`src/rtl/bridge_cfg_pkg.sv`:
```
// Constants, register map and carrier types for the primary configuration block
//
// Contract
// - Command bit 0 set lets primary I/O be claimed; clear blocks it; resets zero.
// - Command bit 1 set lets primary memory be claimed; clear blocks it; resets zero.
// - Bit 2 clear: no primary master cycles, no secondary memory/I/O response.
// - Bit 2 set: master upstream memory and I/O forwarded from the secondary side.
// - Command bit 3 is read-only zero; no special cycles exist.
// - Command bit 4 reads zero except while forwarding for another master.
// - Bit 5 set claims primary I/O writes at 3C6h, 3C8h, 3C9h, AD[15:10] ignored.
// - Bit 6 set enables parity-error actions; clear lets errors be ignored.
// - Offset 00h bits 15:0 return a fixed maker code; writes ignored.
// - Offset 00h bits 31:16 return a fixed part code.
// - Status bit 24 sets on parity fault with bit 6 set; write one clears.
// - Command bits 15:10 are reserved and read zero.
package bridge_cfg_pkg;

    // ------------------------------------------------------------------
    // Register offsets (byte addresses)
    // ------------------------------------------------------------------
    localparam logic [7:0] OFS_IDENT      = 8'h00;
    localparam logic [7:0] OFS_CMD_STATUS = 8'h04;
    localparam logic [7:0] OFS_HOTSWAP    = 8'h4C;
    localparam logic [7:0] OFS_UP_BASE_HI = 8'h54;
    localparam logic [7:0] OFS_UP_LIM_HI  = 8'h58;
    localparam logic [7:0] OFS_GPIO       = 8'h64;
    localparam logic [7:0] OFS_ERR_CLK    = 8'h68;
    localparam logic [7:0] OFS_PORT_CTL   = 8'h74;
    localparam logic [7:0] OFS_RETRY      = 8'h78;
    localparam logic [7:0] OFS_MTIMEOUT   = 8'h80;
    localparam logic [7:0] OFS_PM_CAP     = 8'hDC;
    localparam logic [7:0] OFS_PM_CSR     = 8'hE0;
    localparam logic [7:0] OFS_CAP3       = 8'hE4;

    // ------------------------------------------------------------------
    // Command and status field positions
    // ------------------------------------------------------------------
    localparam int CMD_IO_EN      = 0;
    localparam int CMD_MEM_EN     = 1;
    localparam int CMD_MASTER_EN  = 2;
    localparam int CMD_SPECIAL    = 3;
    localparam int CMD_MWI        = 4;
    localparam int CMD_PALETTE    = 5;
    localparam int CMD_PARITY_RSP = 6;
    localparam int CMD_STEPPING   = 7;
    localparam int CMD_SYSERR_EN  = 8;
    localparam int CMD_FAST_B2B   = 9;
    localparam int STS_PARITY_DET = 24;

    // Writable command bits: 0,1,2,5,6,8,9
    localparam logic [15:0] CMD_WR_MASK  = 16'h0367;
    localparam logic [15:0] CMD_RESET    = 16'h0000;
    // Fixed status bits: capability list, 66 MHz, fast back-to-back, medium select
    localparam logic [15:0] STS_FIXED    = 16'h02B0;

    // ------------------------------------------------------------------
    // Palette snoop decode
    // ------------------------------------------------------------------
    localparam logic [9:0] PAL_ADDR_A = 10'h3C6;
    localparam logic [9:0] PAL_ADDR_B = 10'h3C8;
    localparam logic [9:0] PAL_ADDR_C = 10'h3C9;

    // Arbitrary identity codes, not those of any real part
    localparam logic [15:0] MAKER_ID_DEFAULT = 16'h1A2B;
    localparam logic [15:0] PART_ID_DEFAULT  = 16'h3C4D;

    localparam logic [31:0] WORD_RESET = 32'h0000_0000;

    // ------------------------------------------------------------------
    // Carrier types
    // ------------------------------------------------------------------
    typedef struct packed {
        logic        valid;
        logic        write;
        logic [7:0]  addr;
        logic [3:0]  byte_en;
        logic [31:0] wdata;
    } cfg_req_t;

    typedef struct packed {
        logic        valid;
        logic [31:0] rdata;
    } cfg_rsp_t;

    typedef struct packed {
        logic        valid;
        logic        is_io;
        logic        is_mem;
        logic        write;
        logic [15:0] addr;
    } bus_cyc_t;

    typedef struct packed {
        logic io_en;
        logic mem_en;
        logic master_en;
        logic mwi_en;
        logic palette_en;
        logic parity_rsp;
        logic stepping;
        logic syserr_en;
        logic fast_b2b;
    } cmd_ctl_t;

endpackage

```
`src/rtl/cmd_reg_bits.sv`:
```
// Command and status word storage with write masks and sticky parity flag
`timescale 1ns/10ps
module cmd_reg_bits (
    // Clock and reset
    input  wire logic                   i_clk_sys,
    input  wire logic                   i_rst,
    // Write access
    input  wire logic                   i_wr,
    input  wire logic [3:0]             i_byte_en,
    input  wire logic [31:0]            i_wdata,
    // Events
    input  wire logic                   i_parity_fault,
    input  wire logic                   i_fwd_mwi,
    // State
    output logic [31:0]                 o_word,
    output bridge_cfg_pkg::cmd_ctl_t    o_ctl
);
    import bridge_cfg_pkg::*;

    logic [15:0] cmd_reg;
    logic        par_det_reg;
    logic [15:0] wmask;

    assign wmask = {{8{i_byte_en[1]}}, {8{i_byte_en[0]}}} & CMD_WR_MASK;

    // ------------------------------------------------------------------
    // Command bits
    // ------------------------------------------------------------------
    always_ff @(posedge i_clk_sys or posedge i_rst) begin
        if (i_rst) begin
            cmd_reg <= CMD_RESET;
        end else if (i_wr) begin
            cmd_reg <= (cmd_reg & ~wmask) | (i_wdata[15:0] & wmask);
        end
    end

    // ------------------------------------------------------------------
    // Parity detected, set wins over write-one clear
    // ------------------------------------------------------------------
    always_ff @(posedge i_clk_sys or posedge i_rst) begin
        if (i_rst) begin
            par_det_reg <= 1'b0;
        end else if (i_parity_fault && cmd_reg[CMD_PARITY_RSP]) begin
            par_det_reg <= 1'b1;
        end else if (i_wr && i_byte_en[3] && i_wdata[STS_PARITY_DET]) begin
            par_det_reg <= 1'b0;
        end
    end

    assign o_word = {STS_FIXED[15:9], par_det_reg, STS_FIXED[7:0],
                     6'h00,
                     cmd_reg[9:5],
                     i_fwd_mwi,
                     1'b0,
                     cmd_reg[2:0]};

    assign o_ctl.io_en      = cmd_reg[CMD_IO_EN];
    assign o_ctl.mem_en     = cmd_reg[CMD_MEM_EN];
    assign o_ctl.master_en  = cmd_reg[CMD_MASTER_EN];
    assign o_ctl.mwi_en     = i_fwd_mwi;
    assign o_ctl.palette_en = cmd_reg[CMD_PALETTE];
    assign o_ctl.parity_rsp = cmd_reg[CMD_PARITY_RSP];
    assign o_ctl.stepping   = cmd_reg[CMD_STEPPING];
    assign o_ctl.syserr_en  = cmd_reg[CMD_SYSERR_EN];
    assign o_ctl.fast_b2b   = cmd_reg[CMD_FAST_B2B];

endmodule

```
`src/rtl/cycle_gate.sv`:
```
// Decides whether primary or secondary cycles are claimed under the command bits
`timescale 1ns/10ps
module cycle_gate (
    // Control
    input  bridge_cfg_pkg::cmd_ctl_t    i_ctl,
    // Observed cycles
    input  bridge_cfg_pkg::bus_cyc_t    i_pri_cyc,
    input  bridge_cfg_pkg::bus_cyc_t    i_sec_cyc,
    input  wire logic                   i_up_req,
    // Decisions
    output logic                        o_pri_claim,
    output logic                        o_pal_claim,
    output logic                        o_sec_claim,
    output logic                        o_up_master
);
    import bridge_cfg_pkg::*;

    function automatic logic is_palette(input logic [15:0] a);
        is_palette = (a[9:0] == PAL_ADDR_A) || (a[9:0] == PAL_ADDR_B)
                   || (a[9:0] == PAL_ADDR_C);
    endfunction

    always_comb begin
        o_pal_claim = i_pri_cyc.valid && i_pri_cyc.is_io && i_pri_cyc.write
                    && i_ctl.palette_en && is_palette(i_pri_cyc.addr);
        o_pri_claim = i_pri_cyc.valid
                    && ((i_pri_cyc.is_io && i_ctl.io_en)
                     || (i_pri_cyc.is_mem && i_ctl.mem_en));
        o_sec_claim = i_sec_cyc.valid && i_ctl.master_en
                    && (i_sec_cyc.is_io || i_sec_cyc.is_mem);
        o_up_master = i_up_req && i_ctl.master_en;
    end

endmodule

```
`src/rtl/bridge_primary_command_config.sv`:
```
// Primary-side configuration register bank and command gating
`timescale 1ns/10ps
module bridge_primary_command_config #(
    parameter logic [15:0] MAKER_ID = bridge_cfg_pkg::MAKER_ID_DEFAULT, // arbitrary value
    parameter logic [15:0] PART_ID  = bridge_cfg_pkg::PART_ID_DEFAULT   // arbitrary value
) (
    // Clock and reset
    input  wire logic                   i_clk_sys,
    input  wire logic                   i_rst,
    // Configuration access
    input  bridge_cfg_pkg::cfg_req_t    i_cfg_req,
    output bridge_cfg_pkg::cfg_rsp_t    o_cfg_rsp,
    // Observed bus cycles
    input  bridge_cfg_pkg::bus_cyc_t    i_pri_cyc,
    input  bridge_cfg_pkg::bus_cyc_t    i_sec_cyc,
    input  wire logic                   i_up_req,
    input  wire logic                   i_fwd_mwi,
    // Error inputs (parity fault pin active low, system error event active high)
    input  wire logic                   i_primary_parity_fault_pin_n,
    input  wire logic                   i_syserr_event,
    // Decisions and control
    output logic                        o_pri_claim,
    output logic                        o_pal_claim,
    output logic                        o_sec_claim,
    output logic                        o_up_master,
    output logic                        o_parity_act,
    output logic                        o_primary_system_fault_pin_n,
    output logic                        o_primary_system_fault_pin_oe_n,
    output bridge_cfg_pkg::cmd_ctl_t    o_ctl
);
    import bridge_cfg_pkg::*;

    // ------------------------------------------------------------------
    // Declarations
    // ------------------------------------------------------------------
    logic [31:0]  cmd_word;
    cmd_ctl_t     ctl;
    logic         wr;
    logic         pri_claim, pal_claim, sec_claim, up_master;
    logic [31:0]  rw_reg [0:10];
    logic [31:0]  rd_next;
    logic [3:0]   idx;
    logic         hit;

    function automatic logic [3:0] map_index(input logic [7:0] a);
        case (a)
            OFS_HOTSWAP:    map_index = 4'h0;
            OFS_UP_BASE_HI: map_index = 4'h1;
            OFS_UP_LIM_HI:  map_index = 4'h2;
            OFS_GPIO:       map_index = 4'h3;
            OFS_ERR_CLK:    map_index = 4'h4;
            OFS_PORT_CTL:   map_index = 4'h5;
            OFS_RETRY:      map_index = 4'h6;
            OFS_MTIMEOUT:   map_index = 4'h7;
            OFS_PM_CAP:     map_index = 4'h8;
            OFS_PM_CSR:     map_index = 4'h9;
            OFS_CAP3:       map_index = 4'hA;
            default:        map_index = 4'hF;
        endcase
    endfunction

    function automatic logic [31:0] be_merge(input logic [31:0] old_v,
                                             input logic [31:0] new_v,
                                             input logic [3:0]  be);
        logic [31:0] m;
        m = {{8{be[3]}}, {8{be[2]}}, {8{be[1]}}, {8{be[0]}}};
        be_merge = (old_v & ~m) | (new_v & m);
    endfunction

    assign wr  = i_cfg_req.valid && i_cfg_req.write && (i_cfg_req.addr == OFS_CMD_STATUS);
    assign idx = map_index(i_cfg_req.addr);
    assign hit = (idx != 4'hF);

    // ------------------------------------------------------------------
    // Command and status
    // ------------------------------------------------------------------
    cmd_reg_bits u_cmd (
        .i_clk_sys      (i_clk_sys),
        .i_rst          (i_rst),
        .i_wr           (wr),
        .i_byte_en      (i_cfg_req.byte_en),
        .i_wdata        (i_cfg_req.wdata),
        .i_parity_fault (~i_primary_parity_fault_pin_n),
        .i_fwd_mwi      (i_fwd_mwi),
        .o_word         (cmd_word),
        .o_ctl          (ctl)
    );

    cycle_gate u_gate (
        .i_ctl       (ctl),
        .i_pri_cyc   (i_pri_cyc),
        .i_sec_cyc   (i_sec_cyc),
        .i_up_req    (i_up_req),
        .o_pri_claim (pri_claim),
        .o_pal_claim (pal_claim),
        .o_sec_claim (sec_claim),
        .o_up_master (up_master)
    );

    // ------------------------------------------------------------------
    // Plain storage for the remaining mapped words
    // ------------------------------------------------------------------
    always_ff @(posedge i_clk_sys or posedge i_rst) begin
        if (i_rst) begin
            for (int k = 0; k < 11; k++) begin
                rw_reg[k] <= WORD_RESET;
            end
        end else if (i_cfg_req.valid && i_cfg_req.write && hit) begin
            rw_reg[idx] <= be_merge(rw_reg[idx], i_cfg_req.wdata, i_cfg_req.byte_en);
        end
    end

    // ------------------------------------------------------------------
    // Read mux
    // ------------------------------------------------------------------
    always_comb begin
        rd_next = WORD_RESET;
        if (i_cfg_req.addr == OFS_IDENT) begin
            rd_next = {PART_ID, MAKER_ID};
        end else if (i_cfg_req.addr == OFS_CMD_STATUS) begin
            rd_next = cmd_word;
        end else if (hit) begin
            rd_next = rw_reg[idx];
        end
    end

    always_ff @(posedge i_clk_sys or posedge i_rst) begin
        if (i_rst) begin
            o_cfg_rsp <= '0;
        end else begin
            o_cfg_rsp.valid <= i_cfg_req.valid;
            o_cfg_rsp.rdata <= (i_cfg_req.valid && !i_cfg_req.write) ? rd_next : WORD_RESET;
        end
    end

    // ------------------------------------------------------------------
    // Registered decisions
    // ------------------------------------------------------------------
    always_ff @(posedge i_clk_sys or posedge i_rst) begin
        if (i_rst) begin
            o_pri_claim  <= 1'b0;
            o_pal_claim  <= 1'b0;
            o_sec_claim  <= 1'b0;
            o_up_master  <= 1'b0;
            o_parity_act <= 1'b0;
            o_ctl        <= '0;
        end else begin
            o_pri_claim  <= pri_claim;
            o_pal_claim  <= pal_claim;
            o_sec_claim  <= sec_claim;
            o_up_master  <= up_master;
            o_parity_act <= ~i_primary_parity_fault_pin_n & ctl.parity_rsp;
            o_ctl        <= ctl;
        end
    end

    // System fault pin: open drain, driven low only when enabled
    always_ff @(posedge i_clk_sys or posedge i_rst) begin
        if (i_rst) begin
            o_primary_system_fault_pin_n    <= 1'b1;
            o_primary_system_fault_pin_oe_n <= 1'b1;
        end else begin
            o_primary_system_fault_pin_n    <= 1'b0;
            o_primary_system_fault_pin_oe_n <= ~(i_syserr_event & ctl.syserr_en);
        end
    end

endmodule

```
`config.mk`:
```
export PLATFORM = sky130hd
export DESIGN_NAME = bridge_primary_command_config
export DESIGN_NICKNAME = d
export VERILOG_FILES = /design/src/rtl/bridge_cfg_pkg.sv /design/src/rtl/cmd_reg_bits.sv /design/src/rtl/cycle_gate.sv /design/src/rtl/bridge_primary_command_config.sv
export SDC_FILE = /design/constraint.sdc
export NUM_CORES = 1
export LEC_CHECK = 0
export ABC_AREA = 1
export BUFFER_PORTS_ARGS = -buffer_cell sky130_fd_sc_hd__buf_2
export CAP_MARGIN = 0
export CELL_PAD_IN_SITES_DETAIL_PLACEMENT = 1
export CELL_PAD_IN_SITES_GLOBAL_PLACEMENT = 1
export CORE_UTILIZATION = 45
export CTS_CLUSTER_SIZE = 28
export DETAILED_ROUTE_END_ITERATION = 7
export MAX_ROUTING_LAYER = met4
export PLACE_DENSITY = 0.82
export REMOVE_ABC_BUFFERS = 1
export SLEW_MARGIN = 10
export SYNTH_ARGS = -nofsm -noshare
export SYNTH_HDL_FRONTEND = slang
export SYNTH_SLANG_ARGS = --single-unit
export TNS_END_PERCENT = 10
```
`constraint.sdc`:
```
create_clock -name i_clk_sys -period 19.5 [get_ports i_clk_sys]
set_clock_uncertainty 0.1 [all_clocks]
set_input_delay 3.9 -clock i_clk_sys [delete_from_list [all_inputs] [get_ports i_clk_sys]]
set_output_delay 3.9 -clock i_clk_sys [all_outputs]
set_load 0.02 [all_outputs]
```
==> impl_metrics.toml, run 1 <==
[status]
run_status = "finished clean"

[synth]
synthAdderAreaFrac = 0
syn_avg_cell_area_um2 = 7.33
synth_top_area_frac = 0.488
syn-cell-area_um2 = 20800
ys_ff_latch = 408
synth_simple_gate_area_frac = 0.409
ys_seq_area_frac = 0.490
synth_top_area_cell = "dfrtp_1"
yosys_warnings = 0
yosysUniqueCellTypes = 36
synthCells = 2840
synth-xor-area-share = 0
synthTopCellsByArea = "dfrtp_1 (49%), nand2_1 (25%), nand3_1 (9.2%), nand3b_1 (3.5%), inv_1 (3.0%)"
synth_top_family_by_area = "simple AND/OR/NAND/NOR gates"
synthMuxAreaShare = 0
synth_compound_area_frac = 0.0179

[place]
dp_hpwl_um = 40200
postPlaceCellArea_um2 = 21500
place_congestion = 0.824
place_inst = 3385
dp_slack_ns = 10.74
port_buffers = 116

[setup_path]
cp_slowest_stage_delay_ns = 0.77
critPathTopFamily = "simple AND/OR/NAND/NOR gates"
cpMaxStageDelayCell = "buf_4"
crit_arrival_ns = 8.63
cp_max_fo = 69
path_buf_inv = 4
cp-start-kind = "primary input"
required_ns = 19.86
path_cells = "buf_2 > inv_1 > nand2_2 > nor2_1 > nand2_1 > nand2_1 > nor2_2 > nand3_4 > nand2_4 > buf_4 > buf_4 > nand2_1 > nand2_1 > nand2_1 > nand2_1 > nand2_1 > nand3_1 > nand2_1 > nand3_1 > nand2_1"
crit_top_cell = "nand2_1"
critPathKind = "in -> reg"
cp-end-kind = "flop"

[sta]
rsz0062_at_grt = "no"
timing.slew.headroom = 0.243
worst_slack_ns = 11.23
worstMarginPinSlew_ns = 1.13
holdWs_ns = 0.320
max_freq_mhz = 121
hold_viol = 0
period_minus_slack_ns = 8.27
slew_violations = 0
fin_crit_sh = 0.424
setup_tns_ns = 0
finalSetupViolCount = 0

[detailed_routing]
vias = 19672
vias_per_cell = 5.67
wl_per_cell_um = 21.5
route.detailed.drc = 0
drt_iter0_drc = 1728
wl_um = 74600
antenna_left = 0
firstDrtPassIters = 6

[clock_network]
clkSinkCount = 408
root_buffer = "clkbuf_16"
cts-resized-gates = 0
path_clk_slew_ns = 0.06
ctsLongestPathBuffers = 3
cts_max_level = 2
clock_latency_ns = 0.60
cts_tree = "built"
ctsHoldBuffers = 0
postCtsSetupRepairBufs = 0
cts_buffers = 47

[finish]
drive_gt1_frac = 0.101
instances_no_fill = 3468
nNetsFinal = 2926
largest_reg_flops = 352
area_growth_pct = 10.5
final_core_util = 0.506
final_cell_area_um2 = 23000

[grt]
track_usage = 0.333
grt_antenna_before_repair = 1
grt_pass1_vias = 20526
grt_pass1_wl_um = 117000
grt_max_degree = 144
grt_overflow = 0

[floorplanning]
die_w_um = 217
die_y_um = 217
initial_core_util = 0.458
fp.coreArea_um2 = 45500
fp-row-count = 78
dieArea_um2 = 47200
pin_count = 141

[power_and_ir_drop]
p_leak_nw = 12.8
vdd_ir_drop_max_mv = 0.0670
power_density_nw_per_um2 = 83.6
finalPower_mw = 1.92

[flow_run]
max_cap_violations = 0

[min_path]
min_path_type = "reg -> reg"
==> layer usage <==
| metal | vias up | wire length, um | track usage |
|---|---|---|---|
| li1 | 8853 | - | - |
| met1 | 9884 | 31200 | 0.421 |
| met2 | 754 | 35800 | 0.547 |
| met3 | 181 | 5160 | 0.0489 |
| met4 | 0 | 2390 | 0.112 |
| met5 | - | 0 | - |
==> path summary, 6_finish.rpt <==
check / endpoint / cells past startpoint / start / slack, ns
worst max-delay path: rw_reg[264] / 20 / i_cfg_req[36] / 11.23
worst min-delay path: o_ctl[3] / 0 / flop / 0.32
worst max register to register: rw_reg[294] / 9 / rw_reg[134] / 17.63
worst min register to register: o_ctl[3] / 0 / flop / 0.32
max in group asynchronous: o_cfg_rsp[11] / 3 / i_rst / 14.33
min in group asynchronous: rw_reg[248] / 2 / i_rst / 3.38
==> Yosys cell counts <==
library cell,number
buf_12,1
a21boi_0,2
clkbuf_1,83
nand3b_1,96
o2111ai_1,1
inv_1,164
nand2_2,6
buf_2,50
nand3_1,384
nand3_2,1
a31oi_1,4
clkinv_1,1
o31ai_1,1
nand2_1,1383
a21oi_1,12
nor3_2,2
nor2_4,3
nand2_4,1
o22ai_1,1
or2_2,24
nor4_1,1
inv_2,10
buf_1,28
o21ai_1,32
buf_4,36
nor2_1,32
o21ai_0,16
dfrtp_1,406
nand3_4,1
buf_6,10
dfstp_2,2
nand4_1,36
nor3_1,1
nor2_2,7
conb_1,1
o211a_1,1
==> power breakdown <==
part	switching, mW	internal (mW)	total, mW
Combinational	0.118	0.0436	0.161
Clock	0.367	0.524	0.891
Sequential	0.00900	0.864	0.873
==> layout make-up <==
class	instances	area, um^2
timing repair buffer	152	863
multi-input combinational	2050	8990
antenna	1	2.50
clock buffer	73	1420
fill	5773	22500
tap	600	751
clock inverter	9	116
sequential	408	10200
inverter	175	666
==> placed cells by master (no fill, tap or decap), drive strengths merged, types with 36 or more instances in the layout <==
master  instances
nand3         386
nand2        1390
nand3b         96
clkbuf         73
dfrtp         406
nor2           42
o21ai          48
nand4          36
inv           175
buf           152
==> cell families (layout without fill, tap and decap cells) <==
logic type	after synthesis	after routing
and+or+nand+nor	1978	1978
buffers and inverters	383	409
DFF	408	408
AOI/OAI and AO/OA	70	70
other	1	3
No activity file was read; power rests on OpenSTA's default activity.
==> run 2, diff against run 1 <==
--- a/config.mk
+++ b/config.mk
@@ -10,11 +10,11 @@
 export CAP_MARGIN = 0
 export CELL_PAD_IN_SITES_DETAIL_PLACEMENT = 1
 export CELL_PAD_IN_SITES_GLOBAL_PLACEMENT = 1
-export CORE_UTILIZATION = 45
+export CORE_UTILIZATION = 41
 export CTS_CLUSTER_SIZE = 28
 export DETAILED_ROUTE_END_ITERATION = 7
 export MAX_ROUTING_LAYER = met4
-export PLACE_DENSITY = 0.82
+export PLACE_DENSITY = 0.79
 export REMOVE_ABC_BUFFERS = 1
 export SLEW_MARGIN = 10
 export SYNTH_ARGS = -nofsm -noshare
==> constraint.sdc (replaced) <==
create_clock -name i_clk_sys -period 7.4 [get_ports i_clk_sys]
set_clock_uncertainty 0.1 [all_clocks]
set_input_delay 1.48 -clock i_clk_sys [delete_from_list [all_inputs] [get_ports i_clk_sys]]
set_output_delay 1.48 -clock i_clk_sys [all_outputs]
set_load 0.02 [all_outputs]
==> run 2 against run 1 <==
  * Core utilization is 4.5 points lower
  * Cell count is 1.9% higher
  * First-iteration DRC count is 1.4% higher
  * Combinational power grew to 2.6 times the previous value
  * Via count is 0.46% higher
  * Non-clock buffer count stayed put
  * Global-route usage is 2.2 points lower
  * Largest cell class unchanged
  * Setup slack worse by 9.2 ns
  * Register-to-register slack worse by 12 ns
  * Flip-flop and latch count stayed put
==> impl_metrics.toml, run 2 (synthesized netlist as in run 1, its figures left out) <==
[status]
run_status = "finished clean"

[setup_path]
crit_top_cell = "nand2_1"
path_cells = "buf_2 > inv_2 > nand2_1 > nor2_2 > nand2_1 > nand2_1 > nor2_2 > nand3_4 > nand2_2 > nor2_4 > nand3_2 > nand2_1 > nand2_1"
crit_path_end = "rw_reg[62]"
cp_slowest_stage_delay_ns = 1.05
cp-start-kind = "primary input"
reg2reg_slack_ns = 5.55
critPathKind = "in -> reg"
required_ns = 7.77
startpoint = "i_cfg_req[39]"
cp_max_fo = 46
cp-end-kind = "flop"
r2r_start = "rw_reg[130]"
crit_arrival_ns = 5.72
worstRegToRegCells = 9
reg2reg_to = "rw_reg[98]"
cpMaxStageDelayCell = "nand3_2"

[floorplanning]
dieArea_um2 = 51700
pin_count = 141
fp.coreArea_um2 = 50200
initial_core_util = 0.415
fp-row-count = 82
die_y_um = 227
die_w_um = 227

[place]
dp_hpwl_um = 42000
place_congestion = 0.835
port_buffers = 116
dp_slack_ns = 1.55
place_inst = 3457

[clock_network]
ctsLongestPathBuffers = 3
clkSinkCount = 408
ctsHoldBuffers = 0
cts_buffers = 46
cts_max_level = 2
clock_latency_ns = 0.61
cts_tree = "built"
path_clk_slew_ns = 0.06
root_buffer = "clkbuf_16"
cts-resized-gates = 0
postCtsSetupRepairBufs = 0

[detailed_routing]
antenna_left = 0
drt_iter0_drc = 1752
vias = 19763
route.detailed.drc = 0
vias_per_cell = 5.59
wl_um = 75800
wl_per_cell_um = 21.5
firstDrtPassIters = 6

[grt]
track_usage = 0.311
grt_antenna_before_repair = 0
grt_max_degree = 191
grt_pass1_vias = 20520
grt_pass1_wl_um = 119000
grt_overflow = 0

[finish]
instances_no_fill = 3535
num-fill-cells = 6249
ff_latch_area_um2 = 10200
nNetsFinal = 2925
largest_reg_flops = 352
final_core_util = 0.461
area_growth_pct = 11.0
final_common_cell = "nand2_1"
multiInputGateArea_um2 = 8990
drive_gt1_frac = 0.101
final_cell_mix = "nand2_1 (1383), dfrtp_1 (406), nand3_1 (379)"
diodes = 0

[power_and_ir_drop]
vdd_ir_drop_max_mv = 0.139
p_leak_nw = 12.8
seqPwrFrac = 0.453
intPower_mw = 3.77
p_sw_frac = 0.257
power_density_nw_per_um2 = 219
power.share.combinational = 0.084
switchingPower_mw = 1.30
pwr-share-clk = 0.463

[sta]
hold_viol = 0
worst_slack_ns = 2.06
worstMarginPinSlew_ns = 1.28
period_minus_slack_ns = 5.34
rsz0062_at_grt = "no"
setup_tns_ns = 0
timing.slew.headroom = 0.142
max_freq_mhz = 187
finalSetupViolCount = 0
slew_violations = 0
fin_crit_sh = 0.722

[min_path]
min_path_type = "reg -> reg"

[flow_run]
max_cap_violations = 0
-- run 2: power groups by stage --
stage                     Clock [mW]  Combinational [mW]  Sequential (mW)
after floorplan                    0               0.276             2.34
after global placement             0               0.410             2.34
after detailed placement           0               0.423             2.34
after CTS                       2.37               0.428             2.30
after global routing            2.45               0.485             2.30
final                           2.35               0.425             2.30
-- run 2: how the worst min path moves through the flow --
stage	startpoint	end	slack, ns	cells past startpoint
floorplan	flop	o_ctl[3]	0.27	0
global placement	flop	o_ctl[0]	0.29	0
detailed placement	flop	o_ctl[0]	0.30	0
CTS	flop	o_ctl[0]	0.32	0
global route	flop	o_ctl[3]	0.34	0
finish	flop	o_ctl[0]	0.32	0
-- run 2: worst max-delay path, delay by kind of cell --
kind          cells  cell delay, ns
simple gates     11            4.00
buf+inv           2            0.18
-- run 2: through the flow --
stage	cell area, um^2	total power [mW]	hold slack [ns]
2_1_floorplan	19800	2.61	0.274
3_3_place_gp	21600	2.75	0.294
3_5_place_dp	21600	2.76	0.304
4_1_cts	23100	5.10	0.317
5_1_grt	23100	5.24	0.340
6_report	23100	5.07	0.324
-- run 2: cell type report --
class / instances / share of cell area
Inverter: 175 / 0.0287
Timing Repair Buffer: 152 / 0.0390
Tap cell: 672 / 0.0364
Sequential cell: 408 / 0.442
Multi-Input combinational cell: 2050 / 0.389
Clock inverter: 9 / 0.00428
Clock buffer: 69 / 0.0610
-- run 2: per-layer routing --
layer	vias to the layer above	global-route usage	wire, um
met5	-	-	0
met4	0	0.130	3060
met3	214	0.0372	4790
met2	714	0.497	35700
met1	9995	0.399	32300
li1	8840	-	-
==> run 3, diff against run 2 <==
==> constraint.sdc (replaced) <==
create_clock -name i_clk_sys -period 4.5 [get_ports i_clk_sys]
set_clock_uncertainty 0.1 [all_clocks]
set_input_delay 0.9 -clock i_clk_sys [delete_from_list [all_inputs] [get_ports i_clk_sys]]
set_output_delay 0.9 -clock i_clk_sys [all_outputs]
set_load 0.02 [all_outputs]
==> run 3 against run 2 <==
  * Power is 63% higher
  * Register-to-register slack worse by 2.8 ns
  * Global-route usage is 0.54 points higher
  * Clock power is 60% higher
  * Critical path type unchanged
  * Highest routed layer unchanged
==> impl_metrics.toml, run 3 (synthesized netlist as in run 1, its figures left out) <==
[status]
run_status = "finished clean"

[sta]
rsz0062_at_grt = "no"
finalSetupViolCount = 0
period_minus_slack_ns = 3.67
hold_viol = 0
holdWs_ns = 0.306
fin_crit_sh = 0.815
timing.slew.headroom = 0.211
slew_violations = 0
max_freq_mhz = 273
worstMarginPinSlew_ns = 1.18

[floorplanning]
dieArea_um2 = 51700
die_w_um = 227
initial_core_util = 0.415
pin_count = 141
fp-row-count = 82
fp.coreArea_um2 = 50200
die_y_um = 227

[grt]
grt_pass1_vias = 20574
grt_overflow = 0
grt_pass1_wl_um = 120000
track_usage = 0.316
met3_usage = 0.0574
grt_antenna_before_repair = 1
grt_max_degree = 115
grt_util_met1 = 0.400
use_met2 = 0.503
grt_busiest_layer = "met2"

[setup_path]
critPathKind = "in -> reg"
critPathTopFamily = "buffers and inverters"
required_ns = 4.92
reg2reg_slack_ns = 2.71
reg2reg_to = "rw_reg[313]"
r2r_start = "rw_reg[345]"
path_cells = "buf_2 > inv_1 > nand2_2 > nor2_2 > nand2_1 > nand2_1 > nor2_2 > nand3_4 > buf_4 > nand2_2 > inv_2 > nand3_2 > inv_2 > nand3_1 > nand2_1"
cp_slowest_stage_delay_ns = 0.88
crit_top_cell = "nand2_1"
startpoint = "i_cfg_req[36]"
cpMaxStageDelayCell = "inv_2"
path_buf_inv = 5
crit_arrival_ns = 4.09
cp-end-kind = "flop"
cp_max_fo = 32
worstRegToRegCells = 9
cp-start-kind = "primary input"

[finish]
drive_gt1_frac = 0.109
largest_reg_flops = 352
final_common_cell = "nand2_1"
num-fill-cells = 6298
area_growth_pct = 12.4
final_cell_mix = "nand2_1 (1383), dfrtp_1 (406), nand3_1 (379)"
diodes = 0
final_cell_area_um2 = 23400
nNetsFinal = 2950

[clock_network]
path_clk_slew_ns = 0.06
cts-resized-gates = 0
clock_latency_ns = 0.60
cts_max_level = 2
cts_buffers = 47
ctsLongestPathBuffers = 3
root_buffer = "clkbuf_16"
clkSinkCount = 408
cts_tree = "built"
postCtsSetupRepairBufs = 0
ctsHoldBuffers = 0

[flow_run]
max_cap_violations = 0

[detailed_routing]
vias = 19857
firstDrtPassIters = 5
drt_iter0_drc = 1705
antenna_left = 0
route.detailed.drc = 0
vias_per_cell = 5.57
wl_um = 77100
wl_per_cell_um = 21.6

[place]
postPlaceCellArea_um2 = 21900
dp_hpwl_um = 43800
port_buffers = 116
place_congestion = 0.817

[min_path]
min_to = "o_ctl[3]"
min_path_type = "reg -> reg"
min_path_cells = 0

[power_and_ir_drop]
p_leak_nw = 12.9
power_density_nw_per_um2 = 352
vdd_ir_drop_max_mv = 0.265
[run 3: layout make-up]
cell class,instances,area [um^2],area share
well taps,672,841,0.0359
inverters,175,664,0.0284
flip-flops and latches,408,10200,0.436
clock inverters,15,103,0.00438
repair buffers,176,1230,0.0526
clock buffers,70,1370,0.0583
multi-input cells,2050,8990,0.384
[run 3: how the worst max path moves through the flow]
stage | to | cells past startpoint
2_1_floorplan | asynchronous set/reset pin | 1
3_3_place_gp | rw_reg[318] | 15
3_5_place_dp | rw_reg[293] | 15
4_1_cts | rw_reg[313] | 15
5_1_grt | rw_reg[313] | 15
6_report | rw_reg[313] | 15
[run 3: metal layers]
| layer | part of all wire | up-vias |
|---|---|---|
| li1 | - | 8905 |
| met1 | 0.42 | 9998 |
| met2 | 0.47 | 755 |
| met3 | 0.074 | 199 |
| met4 | 0.038 | 0 |
| met5 | 0 | - |
[run 3: where the power goes]
part	internal [mW]	switching, mW	total, mW	leakage, nW
logic	0.204	0.516	0.719	6.54
clock network	2.15	1.60	3.75	0.730
registers	3.74	0.0394	3.78	5.66
total	6.09	2.15	8.25	12.9
[run 3: per-stage QoR]
step	total power, mW	instances	worst slack, ns	setup TNS [ns]	util
2_1_floorplan	4.30	2633	-7.85	-3958.99	-
3_3_place_gp	4.53	3481	0.504	0	0.437
3_5_place_dp	4.56	3481	0.374	0	0.437
4_1_cts	8.32	3566	0.923	0	0.467
5_1_grt	8.56	3566	0.650	0	0.467
6_report	8.25	3566	0.835	0	0.467
